## src/hw/ppm_pkg.sv

```systemverilog
// shared constants for the port pin mode multiplexer
package ppm_pkg;
    // pin lane layout: port zero 3:0, port one 7:4, port two 11:8, port five 14:12
    localparam int LANES = 15;
    localparam int IRQS  = 5;
    localparam int INVS  = 6;

    // register byte offsets
    localparam logic [7:0] OFS_MODE   = 8'h00;
    localparam logic [7:0] OFS_DIR    = 8'h04;
    localparam logic [7:0] OFS_PULLUP = 8'h08;
    localparam logic [7:0] OFS_OUT    = 8'h0c;
    localparam logic [7:0] OFS_IN     = 8'h10;
    localparam logic [7:0] OFS_EDGE   = 8'h14;
    localparam logic [7:0] OFS_INVCTL = 8'h18;
    localparam logic [7:0] OFS_STATUS = 8'h1c;
    localparam logic [7:0] OFS_MASK   = 8'h20;

    // writable lanes: port two has no driver and no pull-up
    localparam logic [14:0] LANE_MASK = 15'h7fff;
    localparam logic [14:0] DRV_MASK  = 15'h70ff;

    // reset values: port mode, input, pull-up off
    localparam logic [14:0] MODE_RST  = 15'h0000;
    localparam logic [14:0] DIR_RST   = 15'h0000;
    localparam logic [14:0] PU_RST    = 15'h0000;
    localparam logic [14:0] OUT_RST   = 15'h0000;
    localparam logic [9:0]  EDGE_RST  = 10'h000;
    localparam logic [8:0]  INVC_RST  = 9'h000;
    localparam logic [5:0]  STAT_RST  = 6'h00;

    // lane positions of alternate functions
    localparam int L_STOP  = 0;
    localparam int L_CONVERTER_TRIGGER_IN = 3;
    localparam int L_RX    = 4;
    localparam int L_TX    = 5;
    localparam int L_FLASH = 7;
    localparam int L_BYTE  = 12;
    localparam int L_TCAPA = 13;
    localparam int L_TCAPB = 14;
    localparam int P2_LO   = 8;

    // invctl fields: real-time select 5:0, stop enable 8
    localparam int INVC_STOP_EN = 8;
    // status bit of the output-stop event, above the five irq bits
    localparam int ST_STOP = 5;

    // edge select codes, two bits per irq input
    localparam logic [1:0] EDGE_NONE = 2'h0;
    localparam logic [1:0] EDGE_RISE = 2'h1;
    localparam logic [1:0] EDGE_FALL = 2'h2;
    localparam logic [1:0] EDGE_BOTH = 2'h3;
endpackage

```

## src/hw/ppm_port_mux.sv

```systemverilog
// port pin mode multiplexer with apb register file
// Functional notes
// - per-pin port or control mode bit
// - port zero per-bit direction register
// - port zero per-bit pull-up enable
// - port one direction and pull-up registers
// - port five direction and pull-up registers
// - port two input only, analog alternative
// - irq edge select: rising, falling, both
// - stop input forces inverter outputs off
// - inverter pins select timer or real-time
// - first capture input: clock, both captures
// - second capture input: first register only
// - byte timer clock shares pin with output
// - trigger pin routed to converter
// - system reset pin active low
// - port one pins carry serial rx/tx
// - port one pin selects flash programming
//
// Implementation choices: the register addresses and the APB slave port.
module ppm_port_mux
    import ppm_pkg::*;
(
    input  wire logic        i_clk,
    input  wire logic        i_rst,
    // system reset pin, active low, asynchronous to i_clk
    input  wire logic        i_reset_pin_n,
    output logic             o_system_reset_n,
    // apb slave
    input  wire logic        psel,
    input  wire logic        penable,
    input  wire logic        pwrite,
    input  wire logic [7:0]  paddr,
    input  wire logic [31:0] pwdata,
    output logic [31:0]      prdata,
    output logic             pready,
    output logic             pslverr,
    output logic             o_irq,
    // port pins
    input  wire logic [3:0]  i_port_zero_pins,
    output logic [3:0]       o_port_zero_pins,
    output logic [3:0]       o_port_zero_pins_oe,
    output logic [3:0]       o_port_zero_pullup_enable,
    input  wire logic [3:0]  i_port_one_pins,
    output logic [3:0]       o_port_one_pins,
    output logic [3:0]       o_port_one_pins_oe,
    output logic [3:0]       o_port_one_pullup_enable,
    input  wire logic [3:0]  i_port_two_input_pins,
    output logic [3:0]       o_analog_inputs_sel,
    input  wire logic [2:0]  i_port_five_pins,
    output logic [2:0]       o_port_five_pins,
    output logic [2:0]       o_port_five_pins_oe,
    output logic [2:0]       o_port_five_pullup_enable,
    // inverter output pins
    output logic [5:0]       o_inverter_pins,
    // from on-chip peripherals, same clock
    input  wire logic [5:0]  i_inverter_timer_outputs,
    input  wire logic [5:0]  i_realtime_port_outputs,
    input  wire logic        i_serial_tx_out,
    input  wire logic        i_gp_timer_out,
    input  wire logic        i_byte_timer_out,
    // to on-chip peripherals
    output logic             o_serial_rx_in,
    output logic             o_flash_prog_select_b,
    output logic             o_converter_trigger_in,
    output logic             o_inverter_output_stop_in,
    output logic             o_gp_timer_clock_capture_in,
    output logic             o_capture_reg_a_trig,
    output logic             o_capture_reg_b_trig,
    output logic             o_byte_timer_clock_in,
    output logic [4:0]       o_ext_irq_req
);

    // edge hit for one irq lane under its select code
    function automatic logic edge_hit(input logic [1:0] sel, input logic cur, input logic prev);
        logic rise;
        logic fall;
        rise = cur & ~prev;
        fall = ~cur & prev;
        case (sel)
            EDGE_RISE: edge_hit = rise;
            EDGE_FALL: edge_hit = fall;
            EDGE_BOTH: edge_hit = rise | fall;
            default:   edge_hit = 1'b0;
        endcase
    endfunction

    // pin synchronisers; stage one feeds stage two only
    logic [14:0] meta_q;
    logic [14:0] sync_q;
    logic [14:0] prev_q;
    logic        rst_meta_q;
    logic        rst_sync_q;
    logic [14:0] pins_in;

    // lane order follows the package layout
    assign pins_in = {i_port_five_pins, i_port_two_input_pins, i_port_one_pins, i_port_zero_pins};

    // two-stage sync, third stage keeps last value for edges
    always_ff @(posedge i_clk or posedge i_rst) begin
        if (i_rst) begin
            meta_q     <= '0;
            sync_q     <= '0;
            prev_q     <= '0;
            rst_meta_q <= 1'b0;
            rst_sync_q <= 1'b0;
        end else begin
            meta_q     <= pins_in;
            sync_q     <= meta_q;
            prev_q     <= sync_q;
            rst_meta_q <= i_reset_pin_n;
            rst_sync_q <= rst_meta_q;
        end
    end

    logic soft_rst;
    assign soft_rst = ~rst_sync_q;

    // register file
    logic [14:0] mode_q, mode_d;     // 1 = control mode
    logic [14:0] dir_q, dir_d;       // 1 = output
    logic [14:0] pu_q, pu_d;         // pull-up enable
    logic [14:0] out_q, out_d;       // port output latch
    logic [9:0]  edge_q, edge_d;     // irq edge selects
    logic [8:0]  invc_q, invc_d;     // real-time select and stop enable
    logic [5:0]  stat_q, stat_d;     // sticky events
    logic [5:0]  mask_q, mask_d;     // interrupt enables
    logic [31:0] rdata_q, rdata_d;
    logic        err_q, err_d;
    logic        ready_q;

    // event detection
    logic [4:0] irq_hit;
    logic [4:0] irq_lane_val;
    logic [4:0] irq_lane_prev;
    logic [4:0] irq_lane_en;
    logic       stop_level;

    // irq lanes: port zero, then the capture pin
    assign irq_lane_val  = {sync_q[L_TCAPA], sync_q[3:0]};
    assign irq_lane_prev = {prev_q[L_TCAPA], prev_q[3:0]};
    assign irq_lane_en   = {mode_q[L_TCAPA], mode_q[3:0]};
    assign stop_level    = mode_q[L_STOP] & ~dir_q[L_STOP] & sync_q[L_STOP];

    // irq edges, one per lane
    genvar g;
    generate
        for (g = 0; g < IRQS; g++) begin : g_irq
            assign irq_hit[g] = irq_lane_en[g] &
                edge_hit(edge_q[2*g+1 -: 2], irq_lane_val[g], irq_lane_prev[g]);
        end
    endgenerate

    // reads latch in setup, writes land in access
    logic setup;
    logic wr_acc;
    assign setup  = psel & ~penable;
    assign wr_acc = psel & penable & pwrite;

    // next register state, bus writes and events
    always_comb begin
        logic [5:0] ev;
        ev      = {stop_level & invc_q[INVC_STOP_EN], irq_hit};
        // hold unless a write or event moves it
        mode_d  = mode_q;
        dir_d   = dir_q;
        pu_d    = pu_q;
        out_d   = out_q;
        edge_d  = edge_q;
        invc_d  = invc_q;
        mask_d  = mask_q;
        stat_d  = stat_q;
        rdata_d = rdata_q;
        err_d   = err_q;
        if (wr_acc) begin
            case (paddr)
                OFS_MODE:   mode_d = pwdata[14:0] & LANE_MASK;
                OFS_DIR:    dir_d  = pwdata[14:0] & DRV_MASK;
                OFS_PULLUP: pu_d   = pwdata[14:0] & DRV_MASK;
                // output latch, port two dropped
                OFS_OUT:    out_d  = pwdata[14:0] & DRV_MASK;
                // two select bits per irq lane
                OFS_EDGE:   edge_d = pwdata[9:0];
                // middle bits stay zero
                OFS_INVCTL: invc_d = {pwdata[INVC_STOP_EN], 2'h0, pwdata[5:0]};
                OFS_MASK:   mask_d = pwdata[5:0];
                // read-only or unmapped: ignored
                default:    ;
            endcase
        end
        // write one to clear; a new event wins over the clear
        if (wr_acc && paddr == OFS_STATUS)
            stat_d = stat_q & ~pwdata[5:0];
        stat_d = stat_d | ev;
        // read data captured in setup, shown in access
        if (setup) begin
            err_d = 1'b0;
            case (paddr)
                OFS_MODE:   rdata_d = {17'h0, mode_q};
                OFS_DIR:    rdata_d = {17'h0, dir_q};
                OFS_PULLUP: rdata_d = {17'h0, pu_q};
                OFS_OUT:    rdata_d = {17'h0, out_q};
                // analog lanes read zero
                OFS_IN:     rdata_d = {17'h0, sync_q & ~(mode_q & ~DRV_MASK)};
                OFS_EDGE:   rdata_d = {22'h0, edge_q};
                OFS_INVCTL: rdata_d = {23'h0, invc_q};
                OFS_STATUS: rdata_d = {26'h0, stat_q};
                OFS_MASK:   rdata_d = {26'h0, mask_q};
                default: begin
                    // unmapped: zero data, error
                    rdata_d = 32'h0;
                    err_d   = 1'b1;
                end
            endcase
        end
    end

    // register file flops
    always_ff @(posedge i_clk or posedge i_rst) begin
        if (i_rst) begin
            mode_q  <= MODE_RST;
            dir_q   <= DIR_RST;
            pu_q    <= PU_RST;
            out_q   <= OUT_RST;
            edge_q  <= EDGE_RST;
            invc_q  <= INVC_RST;
            stat_q  <= STAT_RST;
            mask_q  <= STAT_RST;
            rdata_q <= 32'h0;
            err_q   <= 1'b0;
            ready_q <= 1'b0;
        end else if (soft_rst) begin
            // pin reset returns defaults
            // held while the synced pin stays low
            mode_q  <= MODE_RST;
            dir_q   <= DIR_RST;
            pu_q    <= PU_RST;
            out_q   <= OUT_RST;
            edge_q  <= EDGE_RST;
            invc_q  <= INVC_RST;
            stat_q  <= STAT_RST;
            mask_q  <= STAT_RST;
            rdata_q <= 32'h0;
            err_q   <= 1'b0;
            ready_q <= 1'b1;
        end else begin
            mode_q  <= mode_d;
            dir_q   <= dir_d;
            pu_q    <= pu_d;
            out_q   <= out_d;
            edge_q  <= edge_d;
            invc_q  <= invc_d;
            stat_q  <= stat_d;
            mask_q  <= mask_d;
            rdata_q <= rdata_d;
            err_q   <= err_d;
            ready_q <= 1'b1;
        end
    end

    // pin and peripheral outputs, all registered
    logic [14:0] pin_q, pin_d;
    logic [14:0] oe_q, oe_d;
    logic [14:0] pue_q, pue_d;
    logic [5:0]  inv_q, inv_d;
    logic [4:0]  ireq_q;
    logic [8:0]  per_q, per_d;
    logic        irq_q, irq_d;
    logic        sysrst_q;

    // pin drive, pull-ups and routed alternate signals
    always_comb begin
        logic [14:0] alt_out;
        logic [14:0] alt_in;
        alt_out        = '0;
        alt_in         = '0;
        alt_out[L_TX]  = i_serial_tx_out;
        // byte timer output on shared pin
        alt_out[L_BYTE]  = i_byte_timer_out;
        alt_out[L_TCAPB] = i_gp_timer_out;
        // control-mode inputs seen only when the pin is not driven
        alt_in = sync_q & mode_q & ~dir_q;
        pin_d  = ((mode_q & alt_out) | (~mode_q & out_q)) & DRV_MASK;
        oe_d   = dir_q & DRV_MASK;
        // tx pin driven whenever in control mode
        oe_d[L_TX] = dir_q[L_TX] | mode_q[L_TX];
        // pull-up only acts on a pin that is an input
        pue_d  = pu_q & ~oe_d & DRV_MASK;
        for (int i = 0; i < INVS; i++) begin
            inv_d[i] = ~(stop_level & invc_q[INVC_STOP_EN]) &
                (invc_q[i] ? i_realtime_port_outputs[i] : i_inverter_timer_outputs[i]);
        end
        per_d[0] = alt_in[L_RX];
        // flash mode select follows the pin in control mode
        per_d[1] = sync_q[L_FLASH] & mode_q[L_FLASH];
        per_d[2] = alt_in[L_CONVERTER_TRIGGER_IN];
        // stop level to the timer
        per_d[3] = stop_level;
        per_d[4] = alt_in[L_TCAPA];
        per_d[5] = alt_in[L_TCAPA] & ~prev_q[L_TCAPA];
        // second input hits first register only
        per_d[6] = per_d[5] | (alt_in[L_TCAPB] & ~prev_q[L_TCAPB]);
        per_d[7] = alt_in[L_BYTE];
        // spare slot, tied low
        per_d[8] = 1'b0;
        // level irq, one edge behind status
        irq_d    = |(stat_q & mask_q);
    end

    // output flops
    always_ff @(posedge i_clk or posedge i_rst) begin
        if (i_rst) begin
            pin_q    <= '0;
            oe_q     <= '0;
            pue_q    <= '0;
            inv_q    <= '0;
            ireq_q   <= '0;
            per_q    <= '0;
            irq_q    <= 1'b0;
            sysrst_q <= 1'b0;
        end else begin
            pin_q    <= pin_d;
            oe_q     <= oe_d;
            pue_q    <= pue_d;
            inv_q    <= inv_d;
            ireq_q   <= irq_hit;
            per_q    <= per_d;
            irq_q    <= irq_d;
            sysrst_q <= rst_sync_q;
        end
    end

    // port wiring, every value from a flop
    assign o_system_reset_n          = sysrst_q;
    assign prdata                    = rdata_q;
    assign pready                    = ready_q;
    assign pslverr                   = err_q;
    assign o_irq                     = irq_q;
    assign o_port_zero_pins          = pin_q[3:0];
    assign o_port_zero_pins_oe       = oe_q[3:0];
    assign o_port_zero_pullup_enable = pue_q[3:0];
    assign o_port_one_pins           = pin_q[7:4];
    assign o_port_one_pins_oe        = oe_q[7:4];
    assign o_port_one_pullup_enable  = pue_q[7:4];
    assign o_analog_inputs_sel       = mode_q[P2_LO+3:P2_LO];
    assign o_port_five_pins          = pin_q[14:12];
    assign o_port_five_pins_oe       = oe_q[14:12];
    assign o_port_five_pullup_enable = pue_q[14:12];
    assign o_inverter_pins           = inv_q;
    assign o_serial_rx_in            = per_q[0];
    assign o_flash_prog_select_b     = per_q[1];
    assign o_converter_trigger_in    = per_q[2];
    assign o_inverter_output_stop_in = per_q[3];
    assign o_gp_timer_clock_capture_in = per_q[4];
    assign o_capture_reg_b_trig      = per_q[5];
    assign o_capture_reg_a_trig      = per_q[6];
    assign o_byte_timer_clock_in     = per_q[7];
    assign o_ext_irq_req             = ireq_q;

endmodule

```

## config.mk

```make
export PLATFORM = sky130hd
export DESIGN_NAME = ppm_port_mux
export DESIGN_NICKNAME = d
export VERILOG_FILES = /design/src/hw/ppm_pkg.sv /design/src/hw/ppm_port_mux.sv
export SDC_FILE = /design/constraint.sdc
export NUM_CORES = 1
export LEC_CHECK = 0
export ABC_AREA = 1
export BUFFER_PORTS_ARGS = -buffer_cell sky130_fd_sc_hd__buf_4
export CAP_MARGIN = 20
export CORE_ASPECT_RATIO = 0.9
export CORE_MARGIN = 2
export CORE_UTILIZATION = 30
export CTS_BUF_LIST = sky130_fd_sc_hd__clkbuf_4 sky130_fd_sc_hd__clkbuf_8 sky130_fd_sc_hd__clkbuf_16
export CTS_CLUSTER_DIAMETER = 120
export DETAILED_ROUTE_END_ITERATION = 16
export PLACE_DENSITY_LB_ADDON = 0.12
export SLEW_MARGIN = 20
export SYNTH_ARGS = -nofsm -noshare
export SYNTH_HDL_FRONTEND = slang
export SYNTH_SLANG_ARGS = --single-unit
```

## constraint.sdc

```tcl
create_clock -name i_clk -period 10.4 [get_ports i_clk]
set_clock_uncertainty 0.1 [all_clocks]
set_input_delay 0.52 -clock i_clk [delete_from_list [all_inputs] [get_ports i_clk]]
set_output_delay 0.52 -clock i_clk [all_outputs]
set_load 0.01 [all_outputs]
```

==> results of run 1 <==
## synthesized netlist by cell type (all sizes together)
cell / count / share of area, %
or2: 1 / 0.081
nand4: 1 / 0.081
nand3b: 2 / 0.20
mux2: 4 / 0.59
o21ai: 97 / 6.3
nor2: 62 / 3.6
nand2: 238 / 12
a31oi: 6 / 0.81
a221oi: 1 / 0.11
nand3: 55 / 3.8
o211ai: 6 / 0.59
conb: 2 / 0.098
inv: 95 / 4.6
ha: 10 / 1.6
a21boi: 2 / 0.20
clkbuf: 6 / 0.31
buf: 42 / 3.6
dfrtp: 186 / 60
nor3: 3 / 0.20
a21oi: 15 / 0.98
## power by group
part / total [W] / switching, W / internal, W / leakage [nW]
Clock: 0.000672 / 0.000292 / 0.000380 / 0.298
Combinational: 0.000147 / 0.0000883 / 0.0000587 / 2.22
Sequential: 0.000800 / 0.0000311 / 0.000769 / 2.39
## cell families (layout without fill, tap and decap cells)
kind of cell / after synthesis / in the layout / share of synthesized area (%)
muxes: 4 / 4 / 0.585
DFF: 186 / 186 / 60.5
adders and majority gates: 10 / 10 / 1.63
other: 2 / 18 / 0.0976
AOI/OAI and AO/OA: 127 / 127 / 8.99
buffers and inverters: 143 / 269 / 8.55
and+or+nand+nor: 362 / 362 / 19.7
## per-stage QoR
stage          worst slack [ps]  power (W)  area [µm²]  utilization (%)
2_1_floorplan              4720   0.000889        7760                -
3_3_place_gp               7400   0.000963        8970             35.6
3_5_place_dp               7380   0.000964        8970             35.6
4_1_cts                    7850    0.00164        9580             38.0
5_1_grt                    7700    0.00170        9580             38.0
6_report                   7910    0.00162        9580             38.0
## placed cells by master (no fill, tap or decap), drive strengths merged
cell type / instances
a221oi: 1
nand2: 238
a31oi: 6
clkinvlp: 1
clkbuf: 21
buf: 142
a21oi: 15
ha: 10
dfrtp: 186
nand4: 1
nand3b: 2
o21ai: 97
nor3: 3
o211ai: 6
conb: 18
or2: 1
a21boi: 2
mux2: 4
nand3: 55
clkinv: 4
nor2: 62
bufinv: 2
inv: 99
## sequential cells by signal, indices dropped and copies added (netlist names), 7 cells and up
register,flops
meta_q,15
mode_q,15
prdata,15
sync_q,15
dir_q,11
oe_q,11
out_q,11
pin_q,11
pu_q,11
pue_q,11
edge_q,10
per_q,8
invc_q,7
## critical path: stages
cell and delay [ps]:
buf_4 110, inv_1 40, nand2_1 70, nor2_2 780, nand2_1 540, o21ai_0 350
inv_1 60, nand3_1 140, nand2_1 70, nand2_1 60
## cell type report
class                      count  area [µm²]
fill                        2615       15600
sequential                   186        4650
multi-input combinational    521        2460
timing repair buffer         142        1070
clock buffer                  21         474
tap                          342         428
inverter                      95         364
clock inverter                11         134
## per-layer routing
layer  vias up  track usage, %  share of wire, %  routed length (µm)
met3        16            3.65               4.8                1040
met2       138            25.5                44                9650
met5         -               0                 0                   0
met4         0            4.52               1.0                 224
met1      2750            24.0                50               10800
li1       2861               -                 -                   -
## worst max path at each step
stage / startpoint / endpoint / slack [ps] / depth (start not counted)
final: paddr[7] / prdata[3] / 7910 / 10
after global routing: paddr[7] / prdata[3] / 7700 / 10
after CTS: paddr[7] / prdata[3] / 7850 / 10
after detailed placement: paddr[7] / prdata[3] / 7380 / 10
after global placement: paddr[7] / prdata[3] / 7400 / 10
after floorplan: i_rst / dir_q[0] / 4720 / 1
==> reports/qor.csv, run 1 <==
stage;metric;value;unit
clocking;hold_buf cts;0;
sta;endpoints failing setup;0;
clocking;H-Tree Depth;4;
global_route;initial antenna violation count;0;
place;half-perimeter wire length of the detailed placement result;14700;µm
worst_setup_path;worst reg-to-reg setup slack;8200;ps
logic_synthesis;flop and latch count out of synthesis;186;
hold_path;worst hold stages;1;
worst_setup_path;FF-to-FF path depth;5;
worst_setup_path;origin of the critical flop-to-flop path;rst_sync_q;
hold_path;Hold WC Path Type;in -> reg;
routing;routed wire length;21700;µm
logic_synthesis;count of warnings emitted by yosys;0;
logic_synthesis;netlist area before placement;7700;µm²
clocking;PostCTS Resize Cnt;0;
logic_synthesis;Cell variety after synth;31;
clocking;Root Buffer Master;clkbuf_16;
logic_synthesis;post-synthesis instance total;834;
global_route;vias in the first global route;5648;
finish;layout cells sized above 1;21.3;%
sta;RSZ-0062 raised after global routing;no;
sta;final critical-path required period;2500;ps
finish;Post-layout nets;1049;
worst_setup_path;crit start category;primary input;
clocking;CTS buffer count;17;
sta;maximum operating frequency;0.401;GHz
hold_path;beginning of the worst hold path;i_port_five_pins[1];
worst_setup_path;end of the worst register-to-register path;edge_q[4];
floorplanning;initial core utilization;30.6;%
worst_setup_path;kind of capture point of the worst setup path;register;
clocking;clock-pin slew of the registers on the worst-case setup and hold paths;70;ps
global_route;overall track demand over capacity in global routing;16.7;%
floorplanning;Total Die Area;27000;µm²
sta;total negative slack for setup checks;0;ps
place;GPL Wtd Cong;0.777;
routing;DRC violations left;0;
logic_synthesis;sequential-to-total area share from yosys stat;60.5;%
flow_run;max-cap check violation count;0;
floorplanning;die extent in y;156;µm
sta;final critical-path share of the clock period;24.0;%
sta;Tightest Pin Transition;1040;ps
floorplanning;horizontal die dimension;173;µm
sta;Fin. Hold Viols;0;
routing;violation count after the first detailed-route iteration;457;
routing;total number of vias;5765;
run_status;run status;complete, no violations;
clocking;clock sinks;186;
place;number of placed instances, taps included;1286;
worst_setup_path;critical path arrival;2770;ps
floorplanning;# rows;55;
sta;worst-case headroom to the max-slew limit;30.5;%
clocking;post-CTS repair timing setup buffer count;0;
global_route;pin count of the biggest net entering global routing;127;
finish;growth of design area from synthesis to finish;24.4;%
place;number of buffers inserted by port buffering;133;
routing;via density per instance;4.37;
finish;final non-filler cell total;1318;
routing;average wire per cell in the routed design;16.5;µm
global_route;wire length of the first global-routing pass;33900;µm
clocking;TritonCTS clock tree;yes;
routing;first-pass iteration count of the detailed router;5;
worst_setup_path;startpoint-to-endpoint class of the critical path;in -> reg;
power_and_ir_drop;power per standard cell area;169;nW/µm²
worst_setup_path;maximum fanout along the worst path;20;
sta;worst hold slack;85.1;ps
floorplanning;IO Count;168;
clocking;number of buffers on the longest clock path;2;
floorplanning;area of the core region;25200;µm²
hold_path;Hold EP;meta_q[13];
clocking;clock latency at the later pin of the worst-skew pair;440;ps
logic_synthesis;average cell area after synthesis;9.23;µm²
finish;diode insertion count for antenna repair;0;
sta;Slew Viols, Final;0;
global_route;remaining global-route overflow;0;
worst_setup_path;data required time at the worst endpoint;10670;ps
power_and_ir_drop;Pleak;4.91;nW
power_and_ir_drop;maximum resistive drop on vdd;0.107;mV
routing;number of nets with antenna violations after detailed routing;0;
Power figures use the tool's default switching activity.
==> inputs of run 2 (changes only) <==
ABC_AREA = 0   (was 1)
clock period = 2.5 ns   (was 10.4 ns; I/O delays follow)
==> reports/qor.csv, run 2 <==
stage;metric;value;unit;change
logic_synthesis;share of Yosys cell area claimed by the top area cell type;57.0;%;-3.5 points
sta;Tightest Pin Transition;567;ps;-474 ps
worst_setup_path;startpoint-to-endpoint class of the critical path;in -> reg;;
finish;layout cells sized above 1;24.5;%;+3.2 points
logic_synthesis;Cell variety after synth;54;;+74%
routing;routed wire length;24200;µm;+11%
power_and_ir_drop;Pleak;4.86;nW;-0.94%
floorplanning;Total Die Area;28600;µm²;+6.0%
routing;violation count after the first detailed-route iteration;319;;-30%
power_and_ir_drop;Clock Power Share;45.4;%;+3.9 points
hold_path;Hold WC Path Type;in -> reg;;
power_and_ir_drop;fraction of power consumed by combinational cells;6.9;%;-2.2 points
power_and_ir_drop;P_sw;0.00165;W;+300%
clocking;clock-pin slew of the registers on the worst-case setup and hold paths;80;ps;about the same
global_route;pin count of the biggest net entering global routing;64;;-50%
place;half-perimeter wire length of the detailed placement result;16800;µm;+14%
worst_setup_path;kind of capture point of the worst setup path;register;;
sta;Fin. Hold Viols;0;;unchanged
worst_setup_path;data required time at the worst endpoint;2720;ps;-7950 ps
hold_path;worst hold stages;4;;+3
clocking;clock sinks;186;;unchanged
worst_setup_path;maximum fanout along the worst path;12;;-40%
worst_setup_path;FF-to-FF path depth;5;;unchanged
flow_run;max-cap check violation count;0;;unchanged
floorplanning;die extent in y;161;µm;+2.9%
logic_synthesis;count of warnings emitted by yosys;0;;unchanged
floorplanning;initial core utilization;30.4;%;-0.18 points
logic_synthesis;post-synthesis instance total;740;;-11%
floorplanning;# rows;57;;+3.6%
logic_synthesis;sequential-to-total area share from yosys stat;57.0;%;-3.5 points
power_and_ir_drop;sequential fraction of design power;47.7;%;-1.7 points
sta;RSZ-0062 raised after global routing;no;;
worst_setup_path;critical path arrival;2280;ps;-490 ps
logic_synthesis;most used flip-flop cell after synthesis;dfrtp_1;;
routing;DRC violations left;0;;unchanged
routing;via density per instance;4.70;;+7.6%
power_and_ir_drop;maximum resistive drop on vdd;0.385;mV;+260%
global_route;wire length of the first global-routing pass;37400;µm;+10%
routing;number of nets with antenna violations after detailed routing;0;;unchanged
logic_synthesis;share of synthesized registers carrying an async set or reset;100;%;unchanged
logic_synthesis;count of flip-flops with a built-in enable after synthesis;0;;unchanged
clocking;number of buffers on the longest clock path;2;;unchanged
sta;worst-case headroom to the max-slew limit;62.2;%;+32 points
global_route;remaining global-route overflow;0;;unchanged
floorplanning;area of the core region;26900;µm²;+6.8%
logic_synthesis;synth top area cells;dfrtp_1, a21boi_0, nand2_1, nand3_1, mux2i_1;;
global_route;initial antenna violation count;0;;unchanged
finish;commonest non-fill, non-tap cells in the layout;dfrtp_1, buf_4, nand2_1;;
sta;maximum operating frequency;0.484;GHz;
sta;endpoints failing setup;0;;unchanged
sta;total negative slack for setup checks;0;ps;unchanged
clocking;TritonCTS clock tree;yes;;
logic_synthesis;most used standard cells in the synthesized netlist;dfrtp_1, nand2_1, nand3_1;;
sta;final critical-path required period;2070;ps;
routing;total number of vias;6031;;+4.6%
sta;Slew Viols, Final;0;;unchanged
worst_setup_path;crit start category;primary input;;
place;GPL Wtd Cong;0.832;;+7.2%
routing;average wire per cell in the routed design;18.8;µm;+14%
place;number of buffers inserted by port buffering;133;;unchanged
logic_synthesis;netlist area before placement;8170;µm²;+6.1%
power_and_ir_drop;switching power as a share of total power;25.7;%;+0.23 points
finish;Post-layout nets;1000;;-4.7%
finish;growth of design area from synthesis to finish;30.3;%;
logic_synthesis;flop and latch count out of synthesis;186;;unchanged
finish;final core utilization;39.6;%;+1.6 points
floorplanning;IO Count;168;;unchanged
global_route;overall track demand over capacity in global routing;17.5;%;+0.78 points
routing;first-pass iteration count of the detailed router;5;;unchanged
global_route;vias in the first global route;5901;;+4.5%
clocking;Root Buffer Master;clkbuf_16;;
power_and_ir_drop;power per standard cell area;604;nW/µm²;+260%
logic_synthesis;Synth area leader;dfrtp_1;;
sta;final critical-path share of the clock period;82.6;%;
logic_synthesis;most numerous cell in the Yosys netlist;dfrtp_1;;
finish;most frequent standard cell in the layout excluding fill and tap cells;dfrtp_1;;
floorplanning;horizontal die dimension;178;µm;+2.9%
clocking;CTS buffer count;17;;unchanged
power_and_ir_drop;internal power contribution;0.00478;W;+300%
clocking;clock latency at the later pin of the worst-skew pair;430;ps;about the same
logic_synthesis;average cell area after synthesis;11.0;µm²;+20%
clocking;H-Tree Depth;4;;unchanged
run_status;run status;complete, no violations;;
-- run 2: metrics by stage --
step | hold slack, ps | cells | cell area [µm²] | total power (W) | worst slack (ps)
after floorplan | 56.4 | 756 | 8230 | 0.00334 | -118
after global placement | 64.2 | 1201 | 9530 | 0.00352 | 348
after detailed placement | 56.7 | 1201 | 9530 | 0.00352 | 318
after CTS | 85.3 | 1281 | 10600 | 0.00650 | 392
after global routing | 111 | 1281 | 10600 | 0.00670 | 259
final | 100 | 1282 | 10600 | 0.00643 | 435
-- run 2: cell families (layout without fill, tap and decap cells) --
kind of cell / Yosys count / after routing / synth area share, %
flops: 186 / 186 / 57.0
simple gates: 261 / 261 / 16.3
compound gates: 147 / 147 / 13.2
mux: 43 / 43 / 6.07
other cells: 2 / 19 / 0.0919
fa+ha+maj: 10 / 10 / 1.53
buf+inv: 91 / 262 / 5.88
-- run 2: layout make-up --
cell class                 count  area (µm²)
fill                        2629       16200
tap                          354         443
clock inverter                15         205
sequential                   186        4660
timing repair buffer         210        1730
multi-input combinational    479        3100
clock buffer                  17         425
inverter                      20        78.8
antenna                        1        2.50
-- run 2: worst paths after layout --
path | to | from | slack [ps]
setup / recovery | dir_q[2] | penable | 430
setup reg to reg | prdata[2] | pu_q[2] | 690
min in group asynchronous | o_inverter_pins[3] | i_rst | 160
max in group asynchronous | rst_sync_q | i_rst | 1470
hold / removal | prdata[7] | paddr[7] | 100
hold reg to reg | sync_q[0] | meta_q[0] | 250
-- run 2: power groups by stage --
stage / Combinational (W) / Sequential, W / Clock, W
5_1_grt: 0.000489 / 0.00307 / 0.00314
3_5_place_dp: 0.000393 / 0.00313 / 0
6_report: 0.000445 / 0.00307 / 0.00292
4_1_cts: 0.000453 / 0.00307 / 0.00298
2_1_floorplan: 0.000219 / 0.00312 / 0
3_3_place_gp: 0.000392 / 0.00313 / 0
-- run 2: critical path: stages --
cell and delay [ps]:
dlygate4sd3_1 530, buf_4 100, nand3_1 230, nor3_4 550, nand2_1 480, nand2_1 170
a21boi_0 90
-- run 2: what timing repair did --
item | 4_1_cts | 5_1_grt
hold buffers | 48 | 0
hold endpoints to repair | 196 | 0
resized for setup | 0 | 0
buffers inserted | 0 | 0
-- run 2: layer usage --
metal	vias to the layer above	routed length, µm	global-route usage [%]
li1	2841	-	-
met1	3004	12400	27.2
met2	171	10300	25.1
met3	15	1250	3.24
met4	0	201	3.61
met5	-	0	0
==> inputs of run 3 (changes only) <==
clock period = 1.97 ns   (was 2.5 ns; I/O delays follow)
==> reports/qor.csv, run 3 (synthesis results as in run 2) <==
stage;metric;value;unit;change
power_and_ir_drop;Pleak;4.92;nW;+1.1%
place;post-detailed-placement cell area;9650;µm²;+1.2%
floorplanning;horizontal die dimension;178;µm;unchanged
global_route;remaining global-route overflow;0;;unchanged
place;number of buffers inserted by port buffering;133;;unchanged
sta;maximum operating frequency;0.535;GHz;
sta;Slew Viols, Final;0;;unchanged
routing;routed wire length;24600;µm;+1.7%
clocking;number of buffers on the longest clock path;2;;unchanged
place;half-perimeter wire length of the detailed placement result;16600;µm;-0.75%
clocking;H-Tree Depth;4;;unchanged
floorplanning;initial core utilization;30.4;%;unchanged
sta;final critical-path required period;1870;ps;
sta;RSZ-0062 raised after global routing;no;;
routing;first-pass iteration count of the detailed router;5;;unchanged
sta;worst-case headroom to the max-slew limit;54.1;%;-8.1 points
finish;cell area after layout;10700;µm²;+0.81%
clocking;clock-pin slew of the registers on the worst-case setup and hold paths;80;ps;about the same
floorplanning;# rows;57;;unchanged
clocking;clock sinks;186;;unchanged
finish;growth of design area from synthesis to finish;31.4;%;
routing;total number of vias;6097;;+1.1%
finish;final non-filler cell total;1294;;+0.94%
routing;number of nets with antenna violations after detailed routing;0;;unchanged
clocking;TritonCTS clock tree;yes;;
floorplanning;area of the core region;26900;µm²;unchanged
place;number of placed instances, taps included;1213;;+1.0%
finish;area taken by multi-input logic gates;3110;µm²;about the same
hold_path;Hold WC Path Type;in -> reg;;
flow_run;max-cap check violation count;0;;unchanged
sta;Fin. Hold Viols;0;;unchanged
worst_setup_path;cell with the biggest individual delay on the critical path;dlygate4sd3_1;;
worst_setup_path;kind of capture point of the worst setup path;register;;
worst_setup_path;worst stage delay on the critical path;530;ps;-20 ps
finish;layout cells sized above 1;25.6;%;+1.1 points
worst_setup_path;FF-to-FF path depth;5;;unchanged
global_route;pin count of the biggest net entering global routing;102;;+59%
worst_setup_path;crit start category;primary input;;
power_and_ir_drop;maximum resistive drop on vdd;0.445;mV;+15%
floorplanning;Total Die Area;28600;µm²;unchanged
worst_setup_path;data required time at the worst endpoint;2250;ps;-470 ps
routing;violation count after the first detailed-route iteration;371;;+16%
worst_setup_path;startpoint-to-endpoint class of the critical path;in -> reg;;
finish;most frequent standard cell in the layout excluding fill and tap cells;dfrtp_1;;
routing;average wire per cell in the routed design;19.0;µm;+0.78%
power_and_ir_drop;power per standard cell area;746;nW/µm²;+24%
sta;Tightest Pin Transition;685;ps;+119 ps
run_status;run status;complete, no violations;;
global_route;wire length of the first global-routing pass;37600;µm;+0.70%
routing;via density per instance;4.71;;+0.16%
worst_setup_path;maximum fanout along the worst path;4;;-8
finish;register area;4660;µm²;unchanged
sta;final critical-path share of the clock period;94.8;%;
worst_setup_path;series of cell instances along the critical path;dlygate4sd3_1, buf_4, nor2b_1, buf_4, nand4_2, or4_4, nor2b_1, a221o_1;;
clocking;CTS buffer count;17;;unchanged
finish;commonest non-fill, non-tap cells in the layout;dfrtp_1, buf_4, nand2_1;;
clocking;clock latency at the later pin of the worst-skew pair;440;ps;about the same
global_route;overall track demand over capacity in global routing;17.6;%;+0.15 points
place;GPL Wtd Cong;0.845;;+1.5%
finish;Fillers;2628;;-0.038%
hold_path;worst hold stages;4;;unchanged
floorplanning;die extent in y;161;µm;unchanged
routing;DRC violations left;0;;unchanged
clocking;Root Buffer Master;clkbuf_16;;
worst_setup_path;critical path arrival;2150;ps;-130 ps
finish;Post-layout nets;1012;;+1.2%
sta;endpoints failing setup;0;;unchanged
global_route;initial antenna violation count;0;;unchanged
global_route;vias in the first global route;6024;;+2.1%
floorplanning;IO Count;168;;unchanged
run 3: layout make-up:
class,instances,area share [%]
well taps,354,4.13
clock buffers,17,3.96
multi-input cells,479,28.9
inverters,20,0.734
repair buffers,222,17.2
diodes,1,0.0233
flip-flops and latches,186,43.4
clock inverters,15,1.62
run 3: per-stage QoR:
stage          hold slack (ps)  TNS, ps  util, %  worst slack (ps)  total power, W
3_5_place_dp               109        0     35.9              78.6         0.00447
6_report                  80.7        0     39.9               102         0.00800
4_1_cts                   58.3        0     39.9              57.2         0.00810
5_1_grt                   93.0        0     39.9              15.8         0.00833
3_3_place_gp               108        0     35.9              57.2         0.00447
2_1_floorplan             29.9  -115510        -              -621         0.00424
run 3: per-layer routing:
metal | up-vias | track usage [%] | part of all wire (%)
met4 | 0 | 3.54 | 0.92
met3 | 16 | 4.00 | 5.2
li1 | 2882 | - | -
met1 | 3044 | 26.8 | 50
met2 | 155 | 25.6 | 44
met5 | - | 0 | 0
run 3: final timing paths:
check | startpoint | to | slack, ps
min in group asynchronous | i_rst | o_inverter_pins[5] | 290
worst min-delay path | paddr[6] | prdata[7] | 80
worst min register to register | meta_q[13] | sync_q[13] | 240
worst max-delay path | penable | prdata[14] | 100
worst max register to register | invc_q[2] | prdata[2] | 170
max in group asynchronous | i_rst | prdata[11] | 1030
run 3: power by group:
part | switching, W | internal, W
Clock | 0.00171 | 0.00182
Sequential | 0.0000264 | 0.00386
Combinational | 0.000326 | 0.000253
Total | 0.00207 | 0.00594
run 3: repair_timing:
item                                    in CTS  in global routing
hold buffers                                48                  0
endpoints found under the setup margin       0                  0
endpoints found under the hold margin      283                  0
setup buffers                                0                  0
resized for setup                            0                  0
run 3: worst max-delay path, delay by kind of cell:
kind,cells,cell delay (ps)
AO/OA/AOI/OAI,1,110
AND/OR/NAND/NOR,4,1070
buffers and inverters,3,850
